==> src/rtl/thcm_pkg.sv <==
`default_nettype none
package thcm_pkg;
  // clock and evaluation step
  localparam int CLK_MHZ = 100;
  localparam int STEP_MS = 10;
  localparam int STEP_CYCLES = STEP_MS * 1000 * CLK_MHZ;
  // discrepancy and synchronisation times in ms
  localparam int DISC_MAX_MS = 500;
  localparam int DISC_RST_MS = 30;
  localparam int SYNC_MS = 500;
  // step counts derived from the times
  localparam int TW = 6;
  localparam logic [5:0] DISC_MAX_STEPS = 6'(DISC_MAX_MS / STEP_MS);
  localparam logic [5:0] DISC_RST_STEPS = 6'(DISC_RST_MS / STEP_MS);
  localparam logic [5:0] SYNC_STEPS = 6'(SYNC_MS / STEP_MS);
  // register byte offsets
  localparam logic [11:0] OFF_CTRL = 12'h000;
  localparam logic [11:0] OFF_DISC1 = 12'h004;
  localparam logic [11:0] OFF_DISC2 = 12'h008;
  localparam logic [11:0] OFF_STAT = 12'h00C;
  localparam logic [11:0] OFF_IRQ_STAT = 12'h010;
  localparam logic [11:0] OFF_IRQ_EN = 12'h014;
  localparam logic [11:0] OFF_IRQ_CLR = 12'h018;
  // control fields
  localparam int CTRL_W = 4;
  localparam int CTRL_RUN = 0;
  localparam int CTRL_E1_EN = 1;
  localparam int CTRL_E2_EN = 2;
  localparam int CTRL_FP_EN = 3;
  localparam logic [3:0] CTRL_RST = 4'hF;
  // interrupt event fields
  localparam int IRQ_W = 4;
  localparam int IRQ_ERR1 = 0;
  localparam int IRQ_ERR2 = 1;
  localparam int IRQ_ON = 2;
  localparam int IRQ_SYNC = 3;
  localparam logic [3:0] IRQ_EN_RST = 4'h0;
  // enable sequencer states
  typedef enum logic [1:0] {
    ST_LOCK = 2'h0,
    ST_REL = 2'h1,
    ST_SYNC = 2'h2,
    ST_ON = 2'h3
  } thcm_state_t;
endpackage
`default_nettype wire

==> src/rtl/thcm_pair_if.sv <==
`timescale 1ns/1ns
`default_nettype none
interface thcm_pair_if;
  logic tick;
  logic no;
  logic nc;
  logic clear;
  logic [thcm_pkg::TW-1:0] limit;
  logic err;
  logic released;
  logic active;
  modport chk (
    input tick,
    input no,
    input nc,
    input clear,
    input limit,
    output err,
    output released,
    output active
  );
  modport mon (
    output tick,
    output no,
    output nc,
    output clear,
    output limit,
    input err,
    input released,
    input active
  );
endinterface
`default_nettype wire

==> src/rtl/thcm_tick.sv <==
`timescale 1ns/1ns
`default_nettype none
module thcm_tick #(
  parameter int CYCLES = thcm_pkg::STEP_CYCLES
) (
  input wire logic clk_in,
  input wire logic rst_in,
  output logic tick_out
);
  localparam int W = $clog2(CYCLES);
  logic [W-1:0] cnt_ff;
  logic tick_ff;

  if (CYCLES < 2) begin : g_chk
    $error("thcm_tick: CYCLES must be at least 2");
  end

  // free running prescaler, one pulse per evaluation step
  always_ff @(posedge clk_in or posedge rst_in) begin
    if (rst_in) begin
      cnt_ff <= '0;
      tick_ff <= 1'b0;
    end else if (cnt_ff == W'(CYCLES - 1)) begin
      cnt_ff <= '0;
      tick_ff <= 1'b1;
    end else begin
      cnt_ff <= cnt_ff + W'(1);
      tick_ff <= 1'b0;
    end
  end

  assign tick_out = tick_ff;
endmodule
`default_nettype wire

==> src/rtl/thcm_pair.sv <==
`timescale 1ns/1ns
`default_nettype none
module thcm_pair (
  input wire logic clk_in,
  input wire logic rst_in,
  thcm_pair_if.chk pair
);
  localparam int TW = thcm_pkg::TW;
  logic [TW-1:0] cnt_ff;
  logic err_ff;
  logic disagree;
  logic set_err;

  // complementary contacts: equal levels mean they disagree
  assign disagree = (pair.no == pair.nc);
  assign pair.released = ~pair.no & pair.nc;
  assign pair.active = pair.no & ~pair.nc;

  // a zero limit switches the check off entirely
  assign set_err = pair.tick & disagree & (pair.limit != '0) & (cnt_ff >= pair.limit);

  // count evaluation steps spent in disagreement, saturating
  always_ff @(posedge clk_in or posedge rst_in) begin
    if (rst_in) begin
      cnt_ff <= '0;
    end else if (pair.tick) begin
      if (!disagree) begin
        cnt_ff <= '0;
      end else if (cnt_ff != '1) begin
        cnt_ff <= cnt_ff + TW'(1);
      end
    end
  end

  // sticky error; a new error wins over a clear in the same cycle
  always_ff @(posedge clk_in or posedge rst_in) begin
    if (rst_in) begin
      err_ff <= 1'b0;
    end else if (set_err) begin
      err_ff <= 1'b1;
    end else if (pair.clear) begin
      err_ff <= 1'b0;
    end
  end

  assign pair.err = err_ff;
endmodule
`default_nettype wire

==> src/rtl/thcm_two_hand.sv <==
`timescale 1ns/1ns
`default_nettype none
// Behaviour
// - enable only when both hands active and timing and pattern are met
// - enable drops when a hand is inactive, timing fails or any error exists
// - per-pair discrepancy time 0 to 500 ms in 10 ms steps, default 30 ms
// - a zero discrepancy time skips that pair's check
// - enable only for both pairs NO on and NC off
// - per-pair discrepancy error outputs, each shown only when configured
// - optional fault-present output, shown only when configured
// - discrepancy error: enable off, fault set, pair error flag set
// - errors clear on both released then both active, or idle to run
// - hands not both done within 500 ms keep enable off, no error
module thcm_two_hand #(
  parameter int TICK_CYCLES = thcm_pkg::STEP_CYCLES
) (
  input wire logic clk_in,
  input wire logic rst_in,
  input wire logic hand1_no_in,
  input wire logic hand1_nc_in,
  input wire logic hand2_no_in,
  input wire logic hand2_nc_in,
  output logic enable_out,
  output logic disc_err1_out,
  output logic disc_err2_out,
  output logic fault_out,
  output logic irq_out,
  input wire logic hsel_in,
  input wire logic [31:0] haddr_in,
  input wire logic [1:0] htrans_in,
  input wire logic hwrite_in,
  input wire logic [2:0] hsize_in,
  input wire logic [31:0] hwdata_in,
  input wire logic hready_in,
  output logic [31:0] hrdata_out,
  output logic hreadyout_out,
  output logic hresp_out
);
  localparam int CW = thcm_pkg::CTRL_W;
  localparam int IW = thcm_pkg::IRQ_W;
  localparam int TW = thcm_pkg::TW;

  if (TICK_CYCLES < 2) begin : g_chk
    $error("thcm_two_hand: TICK_CYCLES must be at least 2");
  end

  // limit a written step count to the legal range
  function automatic logic [TW-1:0] clamp_steps(input logic [31:0] v);
    logic [TW-1:0] r;
    r = thcm_pkg::DISC_MAX_STEPS;
    if (v < 32'(thcm_pkg::DISC_MAX_STEPS)) begin
      r = v[TW-1:0];
    end
    return r;
  endfunction

  logic tick;
  logic eval_ff;
  logic [3:0] in_ff;
  logic [CW-1:0] ctrl_ff;
  logic [TW-1:0] disc1_ff;
  logic [TW-1:0] disc2_ff;
  logic run_d_ff;
  logic run_rise;
  logic clr_arm_ff;
  logic clear;
  thcm_pkg::thcm_state_t state_ff;
  thcm_pkg::thcm_state_t nxt_state;
  logic [TW-1:0] sync_cnt_ff;
  logic [TW-1:0] nxt_sync_cnt;
  logic sync_to;
  logic both_act;
  logic both_rel;
  logic fault;
  logic hold;
  logic enable_ff;
  logic [2:0] ev_d_ff;
  logic [IW-1:0] irq_stat_ff;
  logic [IW-1:0] irq_en_ff;
  logic [IW-1:0] irq_ev;
  logic [IW-1:0] irq_clr;
  logic addr_ok;
  logic wr_ff;
  logic [11:0] waddr_ff;
  logic [31:0] rdata_ff;
  logic [31:0] rd_mux;

  // evaluation step generator
  thcm_tick #(
    .CYCLES(TICK_CYCLES)
  ) u_tick (
    .clk_in(clk_in),
    .rst_in(rst_in),
    .tick_out(tick)
  );

  // inputs are frozen once per step, evaluation follows one clock later
  always_ff @(posedge clk_in or posedge rst_in) begin
    if (rst_in) begin
      in_ff <= 4'h0;
      eval_ff <= 1'b0;
    end else begin
      eval_ff <= tick;
      if (tick) begin
        in_ff <= {hand2_nc_in, hand2_no_in, hand1_nc_in, hand1_no_in};
      end
    end
  end

  thcm_pair_if p1 ();
  thcm_pair_if p2 ();

  // both checkers see the same step and the same clear
  assign p1.tick = eval_ff;
  assign p1.no = in_ff[0];
  assign p1.nc = in_ff[1];
  assign p1.clear = clear;
  assign p1.limit = disc1_ff;
  assign p2.tick = eval_ff;
  assign p2.no = in_ff[2];
  assign p2.nc = in_ff[3];
  assign p2.clear = clear;
  assign p2.limit = disc2_ff;

  thcm_pair u_pair1 (
    .clk_in(clk_in),
    .rst_in(rst_in),
    .pair(p1.chk)
  );

  thcm_pair u_pair2 (
    .clk_in(clk_in),
    .rst_in(rst_in),
    .pair(p2.chk)
  );

  // hand state over both pairs
  assign both_act = p1.active & p2.active;
  assign both_rel = p1.released & p2.released;
  assign fault = p1.err | p2.err;
  assign hold = fault | ~ctrl_ff[thcm_pkg::CTRL_RUN];

  // leaving idle for run is one of the two ways out of an error
  always_ff @(posedge clk_in or posedge rst_in) begin
    if (rst_in) begin
      run_d_ff <= 1'b1;
    end else begin
      run_d_ff <= ctrl_ff[thcm_pkg::CTRL_RUN];
    end
  end
  assign run_rise = ctrl_ff[thcm_pkg::CTRL_RUN] & ~run_d_ff;

  // release of both hands arms the clear, a new press fires it
  always_ff @(posedge clk_in or posedge rst_in) begin
    if (rst_in) begin
      clr_arm_ff <= 1'b0;
    end else if (!fault || clear) begin
      clr_arm_ff <= 1'b0;
    end else if (eval_ff && both_rel) begin
      clr_arm_ff <= 1'b1;
    end
  end
  assign clear = run_rise | (eval_ff & clr_arm_ff & both_act);

  // enable sequencer: release, press both within the window, hold
  always_comb begin
    nxt_state = state_ff;
    nxt_sync_cnt = sync_cnt_ff;
    sync_to = 1'b0;
    case (state_ff)
      thcm_pkg::ST_LOCK: begin
        if (both_rel) begin
          nxt_state = thcm_pkg::ST_REL;
        end
      end
      thcm_pkg::ST_REL: begin
        if (both_act) begin
          nxt_state = thcm_pkg::ST_ON;
        end else if (!both_rel) begin
          nxt_state = thcm_pkg::ST_SYNC;
          nxt_sync_cnt = TW'(1);
        end
      end
      thcm_pkg::ST_SYNC: begin
        if (both_act) begin
          nxt_state = thcm_pkg::ST_ON;
        end else if (both_rel) begin
          nxt_state = thcm_pkg::ST_REL;
        end else if (sync_cnt_ff >= thcm_pkg::SYNC_STEPS) begin
          nxt_state = thcm_pkg::ST_LOCK;
          sync_to = 1'b1;
        end else begin
          nxt_sync_cnt = sync_cnt_ff + TW'(1);
        end
      end
      thcm_pkg::ST_ON: begin
        if (!both_act) begin
          nxt_state = thcm_pkg::ST_LOCK;
        end
      end
      default: begin
        nxt_state = thcm_pkg::ST_LOCK;
      end
    endcase
    // an error or idle mode forces a fresh release first
    if (hold) begin
      nxt_state = thcm_pkg::ST_LOCK;
    end
  end

  // sequencer advances only on evaluation steps
  always_ff @(posedge clk_in or posedge rst_in) begin
    if (rst_in) begin
      state_ff <= thcm_pkg::ST_LOCK;
      sync_cnt_ff <= '0;
    end else if (eval_ff) begin
      state_ff <= nxt_state;
      sync_cnt_ff <= nxt_sync_cnt;
    end
  end

  // registered enable; pattern rechecked so no state can bypass it
  always_ff @(posedge clk_in or posedge rst_in) begin
    if (rst_in) begin
      enable_ff <= 1'b0;
    end else begin
      enable_ff <= (state_ff == thcm_pkg::ST_ON) & both_act & ~hold;
    end
  end

  // gated error and fault views
  assign enable_out = enable_ff;
  assign disc_err1_out = p1.err & ctrl_ff[thcm_pkg::CTRL_E1_EN];
  assign disc_err2_out = p2.err & ctrl_ff[thcm_pkg::CTRL_E2_EN];
  assign fault_out = fault & ctrl_ff[thcm_pkg::CTRL_FP_EN];

  // event edges for the interrupt status
  always_ff @(posedge clk_in or posedge rst_in) begin
    if (rst_in) begin
      ev_d_ff <= 3'h0;
    end else begin
      ev_d_ff <= {enable_ff, p2.err, p1.err};
    end
  end

  always_comb begin
    irq_ev = '0;
    irq_ev[thcm_pkg::IRQ_ERR1] = p1.err & ~ev_d_ff[0];
    irq_ev[thcm_pkg::IRQ_ERR2] = p2.err & ~ev_d_ff[1];
    irq_ev[thcm_pkg::IRQ_ON] = enable_ff & ~ev_d_ff[2];
    irq_ev[thcm_pkg::IRQ_SYNC] = eval_ff & sync_to & ~hold;
  end

  // write-one-to-clear strobe, valid in the write data phase
  assign irq_clr = (wr_ff && waddr_ff == thcm_pkg::OFF_IRQ_CLR) ? hwdata_in[IW-1:0] : '0;

  // sticky status: an event in the clearing cycle survives
  always_ff @(posedge clk_in or posedge rst_in) begin
    if (rst_in) begin
      irq_stat_ff <= '0;
    end else begin
      irq_stat_ff <= (irq_stat_ff & ~irq_clr) | irq_ev;
    end
  end
  assign irq_out = |(irq_stat_ff & irq_en_ff);

  // address phase capture; zero wait states, so hready is ours
  assign addr_ok = hsel_in & htrans_in[1] & hready_in;
  always_ff @(posedge clk_in or posedge rst_in) begin
    if (rst_in) begin
      wr_ff <= 1'b0;
      waddr_ff <= 12'h000;
    end else begin
      wr_ff <= addr_ok & hwrite_in;
      waddr_ff <= haddr_in[11:0];
    end
  end

  // register writes in the data phase
  always_ff @(posedge clk_in or posedge rst_in) begin
    if (rst_in) begin
      ctrl_ff <= thcm_pkg::CTRL_RST;
      disc1_ff <= thcm_pkg::DISC_RST_STEPS;
      disc2_ff <= thcm_pkg::DISC_RST_STEPS;
      irq_en_ff <= thcm_pkg::IRQ_EN_RST;
    end else if (wr_ff) begin
      case (waddr_ff)
        thcm_pkg::OFF_CTRL: begin
          ctrl_ff <= hwdata_in[CW-1:0];
        end
        thcm_pkg::OFF_DISC1: begin
          disc1_ff <= clamp_steps(hwdata_in);
        end
        thcm_pkg::OFF_DISC2: begin
          disc2_ff <= clamp_steps(hwdata_in);
        end
        thcm_pkg::OFF_IRQ_EN: begin
          irq_en_ff <= hwdata_in[IW-1:0];
        end
        default: begin
        end
      endcase
    end
  end

  // read mux; unmapped and write-only words read zero
  always_comb begin
    rd_mux = 32'h0000_0000;
    case (haddr_in[11:0])
      thcm_pkg::OFF_CTRL: begin
        rd_mux = 32'(ctrl_ff);
      end
      thcm_pkg::OFF_DISC1: begin
        rd_mux = 32'(disc1_ff);
      end
      thcm_pkg::OFF_DISC2: begin
        rd_mux = 32'(disc2_ff);
      end
      thcm_pkg::OFF_STAT: begin
        rd_mux = 32'({in_ff, state_ff, clr_arm_ff, p2.err, p1.err, enable_ff});
      end
      thcm_pkg::OFF_IRQ_STAT: begin
        rd_mux = 32'(irq_stat_ff);
      end
      thcm_pkg::OFF_IRQ_EN: begin
        rd_mux = 32'(irq_en_ff);
      end
      default: begin
        rd_mux = 32'h0000_0000;
      end
    endcase
  end

  // read data is taken at the address phase edge, so it is registered
  always_ff @(posedge clk_in or posedge rst_in) begin
    if (rst_in) begin
      rdata_ff <= 32'h0000_0000;
    end else if (addr_ok && !hwrite_in) begin
      rdata_ff <= rd_mux;
    end
  end

  assign hrdata_out = rdata_ff;
  assign hreadyout_out = 1'b1;
  assign hresp_out = 1'b0;
endmodule
`default_nettype wire

==> config.mk <==
export PLATFORM = sky130hd
export DESIGN_NAME = thcm_two_hand
export DESIGN_NICKNAME = d
export VERILOG_FILES = /design/src/rtl/thcm_pkg.sv /design/src/rtl/thcm_pair_if.sv /design/src/rtl/thcm_tick.sv /design/src/rtl/thcm_pair.sv /design/src/rtl/thcm_two_hand.sv
export SDC_FILE = /design/constraint.sdc
export NUM_CORES = 1
export LEC_CHECK = 0
export BUFFER_PORTS_ARGS = -buffer_cell sky130_fd_sc_hd__buf_2
export CAP_MARGIN = 20
export CORE_MARGIN = 10
export CORE_UTILIZATION = 40
export DETAILED_ROUTE_END_ITERATION = 6
export PLACE_DENSITY = 0.64
export SKIP_CTS_REPAIR_TIMING = 1
export SLEW_MARGIN = 20
export SYNTH_ARGS = -nofsm -noshare
export SYNTH_HDL_FRONTEND = slang
export SYNTH_SLANG_ARGS = --single-unit
==> constraint.sdc <==
create_clock -name clk_in -period 5.7 [get_ports clk_in]
set_input_delay 0.57 -clock clk_in [delete_from_list [all_inputs] [get_ports clk_in]]
set_output_delay 0.57 -clock clk_in [all_outputs]
set_load 0.01 [all_outputs]
==> results of run 1 <==
[registers in the layout, summed over array words and instances, names as in the netlist, 6 cells and up]
name and cells:
disc1_ff 6, u_pair2.cnt_ff 6, waddr_ff 12, sync_cnt_ff 6
disc2_ff 6, u_pair1.cnt_ff 6, u_tick.cnt_ff 20, hrdata_out 10
[worst max-delay path: cells and delay by family (launching register included)]
kind / cells / cell delay [ns]
buffers and inverters: 1 / 0.16
and+or+nand+nor: 2 / 0.43
DFF: 1 / 0.46
[synthesized netlist by cell type, drive strengths merged (6+ instances only)]
cell / number / share of area (%)
xnor2: 8 / 1.4
nor2: 31 / 2.3
nor3: 10 / 1.1
nand4: 10 / 1.2
and3: 6 / 0.73
dfstp: 9 / 4.6
ha: 21 / 5.1
nand2: 60 / 4.4
dfrtp: 92 / 45
mux2: 11 / 2.4
xor2: 9 / 1.5
a21oi: 17 / 1.7
nand2b: 8 / 0.98
buf: 28 / 3.9
inv: 31 / 2.3
and2: 7 / 0.86
a22o: 7 / 1.2
nand3: 22 / 2.2
o21ai: 49 / 4.9
o31ai: 6 / 0.88
nor4: 12 / 1.5
clkbuf: 6 / 0.44
a22oi: 8 / 1.2
[worst paths after layout]
check	startpoint	to	slack, ns	cells after the start
worst max register to register	u_tick.cnt_ff[12]$_DFF_PP0_	u_tick.cnt_ff[19]$_DFF_PP0_	3.76	5
max in group asynchronous	rst_in	in_ff[2]$_DFFE_PP0P_	4.30	3
worst min-delay path	rst_in	u_pair1.cnt_ff[0]$_DFFE_PP0P_	0.25	2
min in group clk_in	haddr_in[0]	waddr_ff[0]$_DFF_PP0_	0.33	1
worst max-delay path	u_pair1.pair.err$_DFFE_PP0P_	fault_out	3.73	3
worst min register to register	ctrl_ff[0]$_DFFE_PP1P_	run_d_ff$_DFF_PP1_	0.44	0
[report_power, final]
part           leakage [µW]  total (µW)  switching (µW)  internal [µW]
logic               0.00137        67.0            42.2           24.9
registers           0.00127         730            4.95            725
clock network      0.000142         619             306            312
total               0.00277        1420             353           1060
[per-stage QoR]
step                      cells  power, µW  util, %
after floorplan             537        792        -
after global placement      744        810     44.1
after detailed placement    744        812     44.1
after CTS                   760       1430     46.5
after global routing        760       1470     46.5
final                       760       1420     46.5
[kinds of logic after synthesis]
| family | count (synthesis) | share of synthesized area [%] |
|---|---|---|
| compound gates | 105 | 12.7 |
| xor+xnor | 17 | 2.91 |
| fa+ha+maj | 21 | 5.14 |
| buf+inv | 65 | 6.63 |
| flops | 101 | 49.7 |
| mux | 17 | 4.58 |
| other cells | 2 | 0.147 |
| simple gates | 187 | 18.3 |
[cells in the final DEF, fill, tap and decap left out, types with 16 or more instances in the layout]
| cell | netlist | final |
|---|---|---|
| sky130_fd_sc_hd__dfrtp_1 | 92 | 92 |
| sky130_fd_sc_hd__buf_2 | 4 | 68 |
| sky130_fd_sc_hd__nand2_1 | 60 | 60 |
| sky130_fd_sc_hd__o21ai_0 | 41 | 41 |
| sky130_fd_sc_hd__nor2_1 | 31 | 31 |
| sky130_fd_sc_hd__inv_1 | 31 | 30 |
| sky130_fd_sc_hd__conb_1 | 2 | 24 |
| sky130_fd_sc_hd__nand3_1 | 22 | 22 |
| sky130_fd_sc_hd__ha_1 | 21 | 21 |
| sky130_fd_sc_hd__a21oi_1 | 16 | 16 |
[layer usage]
| metal | up-vias | share of wire, % |
|---|---|---|
| li1 | 1911 | - |
| met1 | 1892 | 46 |
| met2 | 78 | 47 |
| met3 | 15 | 5.5 |
| met4 | 2 | 1.4 |
| met5 | - | 0.11 |
[final cells by class]
class	count	area (µm²)
clock buffers	9	225
repair buffers	69	348
multi-input cells	371	2320
fillers	1187	6730
flip-flops and latches	101	2540
inverters	31	119
well taps	172	215
clock inverters	7	76.3
==> impl_metrics.tcl, run 1 <==
set metrics [dict create \
    run_status "finished clean" \
    num_antenna_cells 0 \
    synth_warnings 0 \
    total_clock_buffers_created_by_cts 9 \
    final.setup.worst_slack_ns 3.73 \
    clock_sink_count 101 \
    max_clock_freq_ghz 0.509 \
    holdCritPathClass "in -> async" \
    hold_viol_final 0 \
    timing.critical_path.cells "nor2_1 -> nor2b_1 -> buf_2" \
    tritoncts_clock_tree "yes" \
    detail_route.first_pass.iterations 4 \
    die_width_um 133 \
    initial_antenna_violation_count 1 \
    floorplan.die.height_um 133 \
    fp.dieArea_um2 17700 \
    critical_path_peak_fanout 6 \
    max-slew-margin-rel_pct 52.5 \
    critical_path_arrival_ns 1.40 \
    design.portCount 117 \
    fin_hold_ws_ns 0.252 \
    finalWeightedCongestion 0.816 \
    yosys_register_bits 101 \
    via_count_of_the_first_global_routing_pass 3989 \
    drt_iter0_drcs 223 \
    final_routed_drc_violation_total 0 \
    clk_transition_reported_paths_ns 0.08 \
    synth-edff-count 0 \
    worst_skew_pair.late_latency_ns 0.36 \
    route.antenna.remaining_nets 0 \
    syn-instance-count 515 \
    setup_viol 0 \
    asyncSetResetFlopFracSynth_pct 100 \
    areaGrowthSynthToFinish_pct 14.3 \
    synth_cell_types 51 \
    final_net_count 682 \
    netlist_area_um2 5110 \
    drive_gt1_share_pct 20.2 \
    clock_tree.htree_level_count 3 \
    total_grt_usage_pct 13.6 \
    worst-setup-path-type "reg -> out" \
    initial_core_util_pct 40.7 \
    grt_pass1_wl_mm 19.8 \
    detailed_place.area_um2 5540 \
    cpMaxStageDelayCell "sky130_fd_sc_hd__dfrtp_1" \
    layout_worst_path_cycle_share_pct 34.5 \
    dp_hpwl_mm 8.89 \
    setup.worst_path.end_class "primary output" \
    grt.met3_usage_pct 3.41 \
    timing.clock.skew_ns 0.0114 \
    port_buffers 68 \
    synth_sequential_area_ratio_pct 49.7 \
    layout_min_cycle_time_ns 1.97 \
    stdcell_area_um2 5840 \
    leakagePower_uw 0.00277 \
    cts_root_buf "sky130_fd_sc_hd__clkbuf_16" \
    maxCapViolations 0 \
    final_max_slew_viol_count 0 \
    grt_use_met1_pct 17.6 \
    pre_cts_ws_ns 3.37 \
    power-per-cell-area_nw_per_um2 242 \
    timing.critical_path.from_type "register" \
    total_congestion_overflow 0 \
    route.vias.total 3898 \
    route.detailed.vias_per_inst 5.13 \
    maximum_number_of_pins_on_one_net_before_global_route_repair 60 \
    wl_per_cell_um 15.1 \
    peakVddDrop_v 0.000139 \
    cts-root-to-sink-buffers 2 \
    detail_route.wirelength_mm 11.5 \
    syn-mean-instance-area_um2 9.92 \
    required_ns 5.13 \
    grt_util_met2_pct 21.1 \
    num_rows 41 \
    gr-max-usage-layer "met2" \
    yosys_most_used_dff "sky130_fd_sc_hd__dfrtp_1" \
    coreArea_um2 12600 \
    setup_repair_after_global_routing_missed_its_margin "false" \
    worstMarginPinSlew_ns 0.712 \
    fin_setup_tns_ns 0 \
    slowest_delay_ns 0.46 \
]
Note: power is estimated with default switching activity, not from simulation.
==> inputs of run 2 (changes only) <==
Clock period 5.7 ns to 2 ns, I/O delays scaled along.
==> impl_metrics.tcl, run 2 (same netlist as run 1, synthesis figures left out) <==
set metrics [dict create \
    layout_min_cycle_time_ns 1.85 \
    drive_gt1_share_pct 20.8 \
    final_max_slew_viol_count 0 \
    clk_transition_reported_paths_ns 0.07 \
    clock_tree.htree_level_count 3 \
    required_ns 2.23 \
    initial_core_util_pct 40.7 \
    cts-root-to-sink-buffers 2 \
    hold_viol_final 15 \
    coreArea_um2 12600 \
    max_clock_freq_ghz 0.540 \
    timing.reg2reg.setup_slack_ns 0.15 \
    route.vias.total 3912 \
    dp_hpwl_mm 8.73 \
    power-per-cell-area_nw_per_um2 667 \
    r2r_cells 5 \
    worst-setup-path-type "reg -> reg" \
    failed_checks "negative hold slack" \
    total_clock_buffers_created_by_cts 9 \
    clock_sink_count 101 \
    critical_path_peak_fanout 7 \
    num_antenna_cells 0 \
    die_width_um 133 \
    timing.critical_path.from_type "register" \
    run_status "finished, violations left" \
    num_rows 41 \
    via_count_of_the_first_global_routing_pass 3949 \
    cts_root_buf "sky130_fd_sc_hd__clkbuf_16" \
    layout_worst_path_cycle_share_pct 92.5 \
    setup.worst_path.end_class "register" \
    fin_setup_tns_ns 0 \
    port_buffers 68 \
    critical_path_arrival_ns 2.08 \
    initial_antenna_violation_count 0 \
    setup_repair_after_global_routing_missed_its_margin "false" \
    floorplan.die.height_um 133 \
    detail_route.wirelength_mm 11.4 \
    maxCapViolations 0 \
    holdCritPathClass "in -> async" \
    peakVddDrop_v 0.000381 \
    route.antenna.remaining_nets 0 \
    route.detailed.vias_per_inst 5.05 \
    setup_viol 0 \
    tritoncts_clock_tree "yes" \
    fp.dieArea_um2 17700 \
    finalWeightedCongestion 0.812 \
    largest_register_ffs 20 \
    worstMarginPinSlew_ns 0.576 \
    timing.clock.skew_ns 0.00723 \
    mostFrequentLayoutCells "sky130_fd_sc_hd__dfrtp_1 (92), sky130_fd_sc_hd__buf_2 (68), sky130_fd_sc_hd__nand2_1 (60)" \
    grt_pass1_wl_mm 19.4 \
    detailed_place.area_um2 5590 \
    regToRegStartpoint "waddr_ff[1]$_DFF_PP0_" \
    areaGrowthSynthToFinish_pct 16.9 \
    wl_per_cell_um 14.7 \
    reg2reg_to "disc1_ff[4]$_DFFE_PP0P_" \
    total_grt_usage_pct 13.2 \
    filler_cell_count 1180 \
    layout.cells.most_common "sky130_fd_sc_hd__dfrtp_1" \
    detail_route.first_pass.iterations 4 \
    worst_skew_pair.late_latency_ns 0.35 \
    largest_register "u_tick.cnt_ff" \
    stdcell_area_um2 5970 \
    post-route-util_pct 47.5 \
    final_net_count 696 \
    design.portCount 117 \
    max-slew-margin-rel_pct 61.6 \
    drt_iter0_drcs 254 \
    final_routed_drc_violation_total 0 \
    maximum_number_of_pins_on_one_net_before_global_route_repair 102 \
    leakagePower_uw 0.00284 \
    total_congestion_overflow 0 \
    fin_hold_ws_ns -0.0508 \
]
## run 2: worst max-delay path by stage
stage | start | end | slack, ns
6_report | waddr_ff[1]$_DFF_PP0_ | disc1_ff[4]$_DFFE_PP0P_ | 0.15
5_1_grt | waddr_ff[6]$_DFF_PP0_ | irq_en_ff[3]$_DFFE_PP0P_ | 0.01
4_1_cts | waddr_ff[1]$_DFF_PP0_ | disc1_ff[4]$_DFFE_PP0P_ | 0.07
3_5_place_dp | waddr_ff[1]$_DFF_PP0_ | disc1_ff[4]$_DFFE_PP0P_ | 0.08
3_3_place_gp | waddr_ff[1]$_DFF_PP0_ | disc1_ff[4]$_DFFE_PP0P_ | 0.11
2_1_floorplan | waddr_ff[1]$_DFF_PP0_ | disc1_ff[4]$_DFFE_PP0P_ | 0.37
## run 2: metrics by stage
stage | total power (µW) | std cells | hold slack, ns | setup slack (ns)
5_1_grt | 4160 | 774 | 0.0149 | 0.0146
2_1_floorplan | 2260 | 537 | 0.231 | 0.370
4_1_cts | 4010 | 765 | -0.0347 | 0.0720
3_5_place_dp | 2320 | 749 | 0.329 | 0.0820
3_3_place_gp | 2310 | 749 | 0.326 | 0.112
6_report | 3990 | 774 | -0.0508 | 0.150
## run 2: where the power goes
group / total, µW / switching [µW] / internal, µW
logic: 208 / 122 / 85.3
registers: 2080 / 15.0 / 2070
clock network: 1700 / 820 / 875
total: 3990 / 958 / 3030
## run 2: cell type report
cell class / instances / area, µm² / share of cell area, %
inverter: 31 / 120 / 2.01
sequential: 101 / 2540 / 42.5
multi-input combinational: 371 / 2320 / 38.9
tap: 172 / 215 / 3.60
clock inverter: 7 / 63.8 / 1.07
timing repair buffer: 83 / 488 / 8.17
clock buffer: 9 / 225 / 3.77
## run 2: critical path: stages, from the launching register on
cell and delay [ns]:
sky130_fd_sc_hd__dfrtp_1 0.36, sky130_fd_sc_hd__nor4_1 0.30, sky130_fd_sc_hd__nand4b_1 0.29, sky130_fd_sc_hd__or4b_4 0.63
sky130_fd_sc_hd__nand2_1 0.11, sky130_fd_sc_hd__o21ai_2 0.05
## run 2: routing by layer
layer / share of wire (%) / up-vias / track usage (%)
li1: - / 1928 / -
met1: 46 / 1870 / 16.9
met2: 46 / 102 / 20.6
met3: 5.7 / 12 / 4.24
met4: 1.4 / 0 / 4.03
met5: 0 / - / 0
==> inputs of run 3 (changes only) <==
Settings changed: CORE_UTILIZATION 40 to 54, PLACE_DENSITY 0.64 to 0.82.
==> impl_metrics.tcl, run 3 (same netlist as run 1, synthesis figures left out) <==
set metrics [dict create \
    fp.dieArea_um2 13800 \
    layout_worst_path_cycle_share_pct 96.5 \
    reg2reg_to "disc1_ff[3]$_DFFE_PP0P_" \
    leakagePower_uw 0.00282 \
    total_clock_buffers_created_by_cts 9 \
    power-per-cell-area_nw_per_um2 610 \
    detail_route.first_pass.iterations 4 \
    dp_hpwl_mm 8.67 \
    via_count_of_the_first_global_routing_pass 3907 \
    timing.critical_path.cells "nor4_1 -> nand4b_1 -> buf_4 -> or4b_4 -> nand2_1 -> o21ai_1" \
    crit_start "waddr_ff[1]$_DFF_PP0_" \
    initial_antenna_violation_count 1 \
    areaGrowthSynthToFinish_pct 14.9 \
    slowest_delay_ns 0.54 \
    layout_min_cycle_time_ns 1.93 \
    stdcell_area_um2 5870 \
    required_ns 2.26 \
    filler_cell_count 712 \
    num_rows 35 \
    seqCellArea_um2 2540 \
    total_grt_usage_pct 16.6 \
    worst-path-stages 6 \
    finalWeightedCongestion 0.841 \
    drt_iter0_drcs 276 \
    total_congestion_overflow 0 \
    detailed_place.area_um2 5550 \
    clk_transition_reported_paths_ns 0.11 \
    route.detailed.vias_per_inst 5.41 \
    critical_path_arrival_ns 2.19 \
    port_buffers 68 \
    largest_register_ffs 20 \
    route.antenna.remaining_nets 0 \
    floorplan.die.height_um 117 \
    initial_core_util_pct 55.3 \
    timing.reg2reg.setup_slack_ns 0.07 \
    tritoncts_clock_tree "yes" \
    critical_path_peak_fanout 7 \
    clock_sink_count 101 \
    clock_tree.htree_level_count 3 \
    cpMaxStageDelayCell "sky130_fd_sc_hd__or4b_4" \
    run_status "finished clean" \
    wl_per_cell_um 15.6 \
    worst-path-buf-inv 1 \
    worst-setup-path-type "reg -> reg" \
    placed_cells 708 \
    timing.clock.skew_ns 0.0151 \
    drive_gt1_share_pct 21.1 \
    peakVddDrop_v 0.000316 \
    fin_cells 737 \
    final_routed_drc_violation_total 0 \
    cts-root-to-sink-buffers 2 \
    layout.cells.most_common "sky130_fd_sc_hd__dfrtp_1" \
    setup_viol 0 \
    worst_skew_pair.late_latency_ns 0.38 \
    endpoint "disc1_ff[3]$_DFFE_PP0P_" \
    final_net_count 701 \
    design.portCount 117 \
    regToRegStartpoint "waddr_ff[1]$_DFF_PP0_" \
    holdCritPathClass "in -> reg" \
    max_clock_freq_ghz 0.518 \
    coreArea_um2 9240 \
    mostFrequentLayoutCells "sky130_fd_sc_hd__dfrtp_1 (92), sky130_fd_sc_hd__buf_2 (68), sky130_fd_sc_hd__nand2_1 (60)" \
    maximum_number_of_pins_on_one_net_before_global_route_repair 60 \
    die_width_um 117 \
    cp_top_family "simple AND/OR/NAND/NOR gates" \
    hold_viol_final 0 \
    multi_input_area_um2 2320 \
    largest_register "u_tick.cnt_ff" \
    final_max_slew_viol_count 0 \
    route.vias.total 3986 \
    maxCapViolations 0 \
    setup.worst_path.end_class "register" \
    cts_root_buf "sky130_fd_sc_hd__clkbuf_8" \
    post-layout-total-power_uw 3580 \
    timing.critical_path.from_type "register" \
    grt_pass1_wl_mm 18.3 \
    detail_route.wirelength_mm 11.5 \
    r2r_cells 6 \
]
==> run 3: changes by cell type in the layout (fill, tap and decap cells not counted), sizes merged <==
cell,change
dlygate4sd3,+2
buf,+3
diode,+1
==> run 3: layout make-up <==
type                    count  share of cell area [%]
multi-input cells         371                    39.5
inverters                  31                    2.05
diodes                      1                  0.0426
clock inverters             7                    1.26
flip-flops and latches    101                    43.2
well taps                 129                    2.75
clock buffers               9                    2.11
repair buffers             88                    9.03
==> run 3: layer usage <==
layer	global-route usage [%]	part of all wire, %
met3	4.03	6.8
met1	20.3	42
met5	0	0.11
met2	28.1	50
met4	6.01	1.5
==> run 3: report_power, final <==
group	switching [µW]	total (µW)	leakage, µW	internal (µW)
clock	792	1290	0.000101	496
combinational	123	212	0.00145	89.0
sequential	15.8	2080	0.00127	2070
total	930	3580	0.00282	2650
==> run 3: stage by stage <==
stage / hold slack [ns] / utilization (%) / setup TNS (ns) / setup WS (ns)
2_1_floorplan: 0.231 / - / 0 / 0.370
3_3_place_gp: 0.239 / 60.1 / 0 / 0.141
3_5_place_dp: 0.250 / 60.1 / 0 / 0.0491
4_1_cts: -0.165 / 62.2 / 0 / 0.0194
5_1_grt: 0.0538 / 63.5 / -0.0693 / -0.0214
6_report: 0.0152 / 63.6 / 0 / 0.0699
==> run 3: worst min path at each step <==
| stage | start | end | slack, ns | cells after the start |
|---|---|---|---|---|
| after floorplan | haddr_in[0] | waddr_ff[0]$_DFF_PP0_ | 0.23 | 0 |
| after global placement | rst_in | waddr_ff[4]$_DFF_PP0_ | 0.24 | 2 |
| after detailed placement | rst_in | waddr_ff[4]$_DFF_PP0_ | 0.25 | 2 |
| after CTS | rst_in | irq_en_ff[1]$_DFFE_PP0P_ | -0.16 | 2 |
| after global routing | hand2_no_in | in_ff[2]$_DFFE_PP0P_ | 0.05 | 3 |
| final | hand2_no_in | in_ff[2]$_DFFE_PP0P_ | 0.02 | 3 |
==> run 3: worst register-to-register path: cells and delay by family (launching register included) <==
family	cells	cell delay, ns
AND/OR/NAND/NOR	4	1.17
buffers and inverters	1	0.20
flip-flops	1	0.38
AO/OA/AOI/OAI	1	0.06
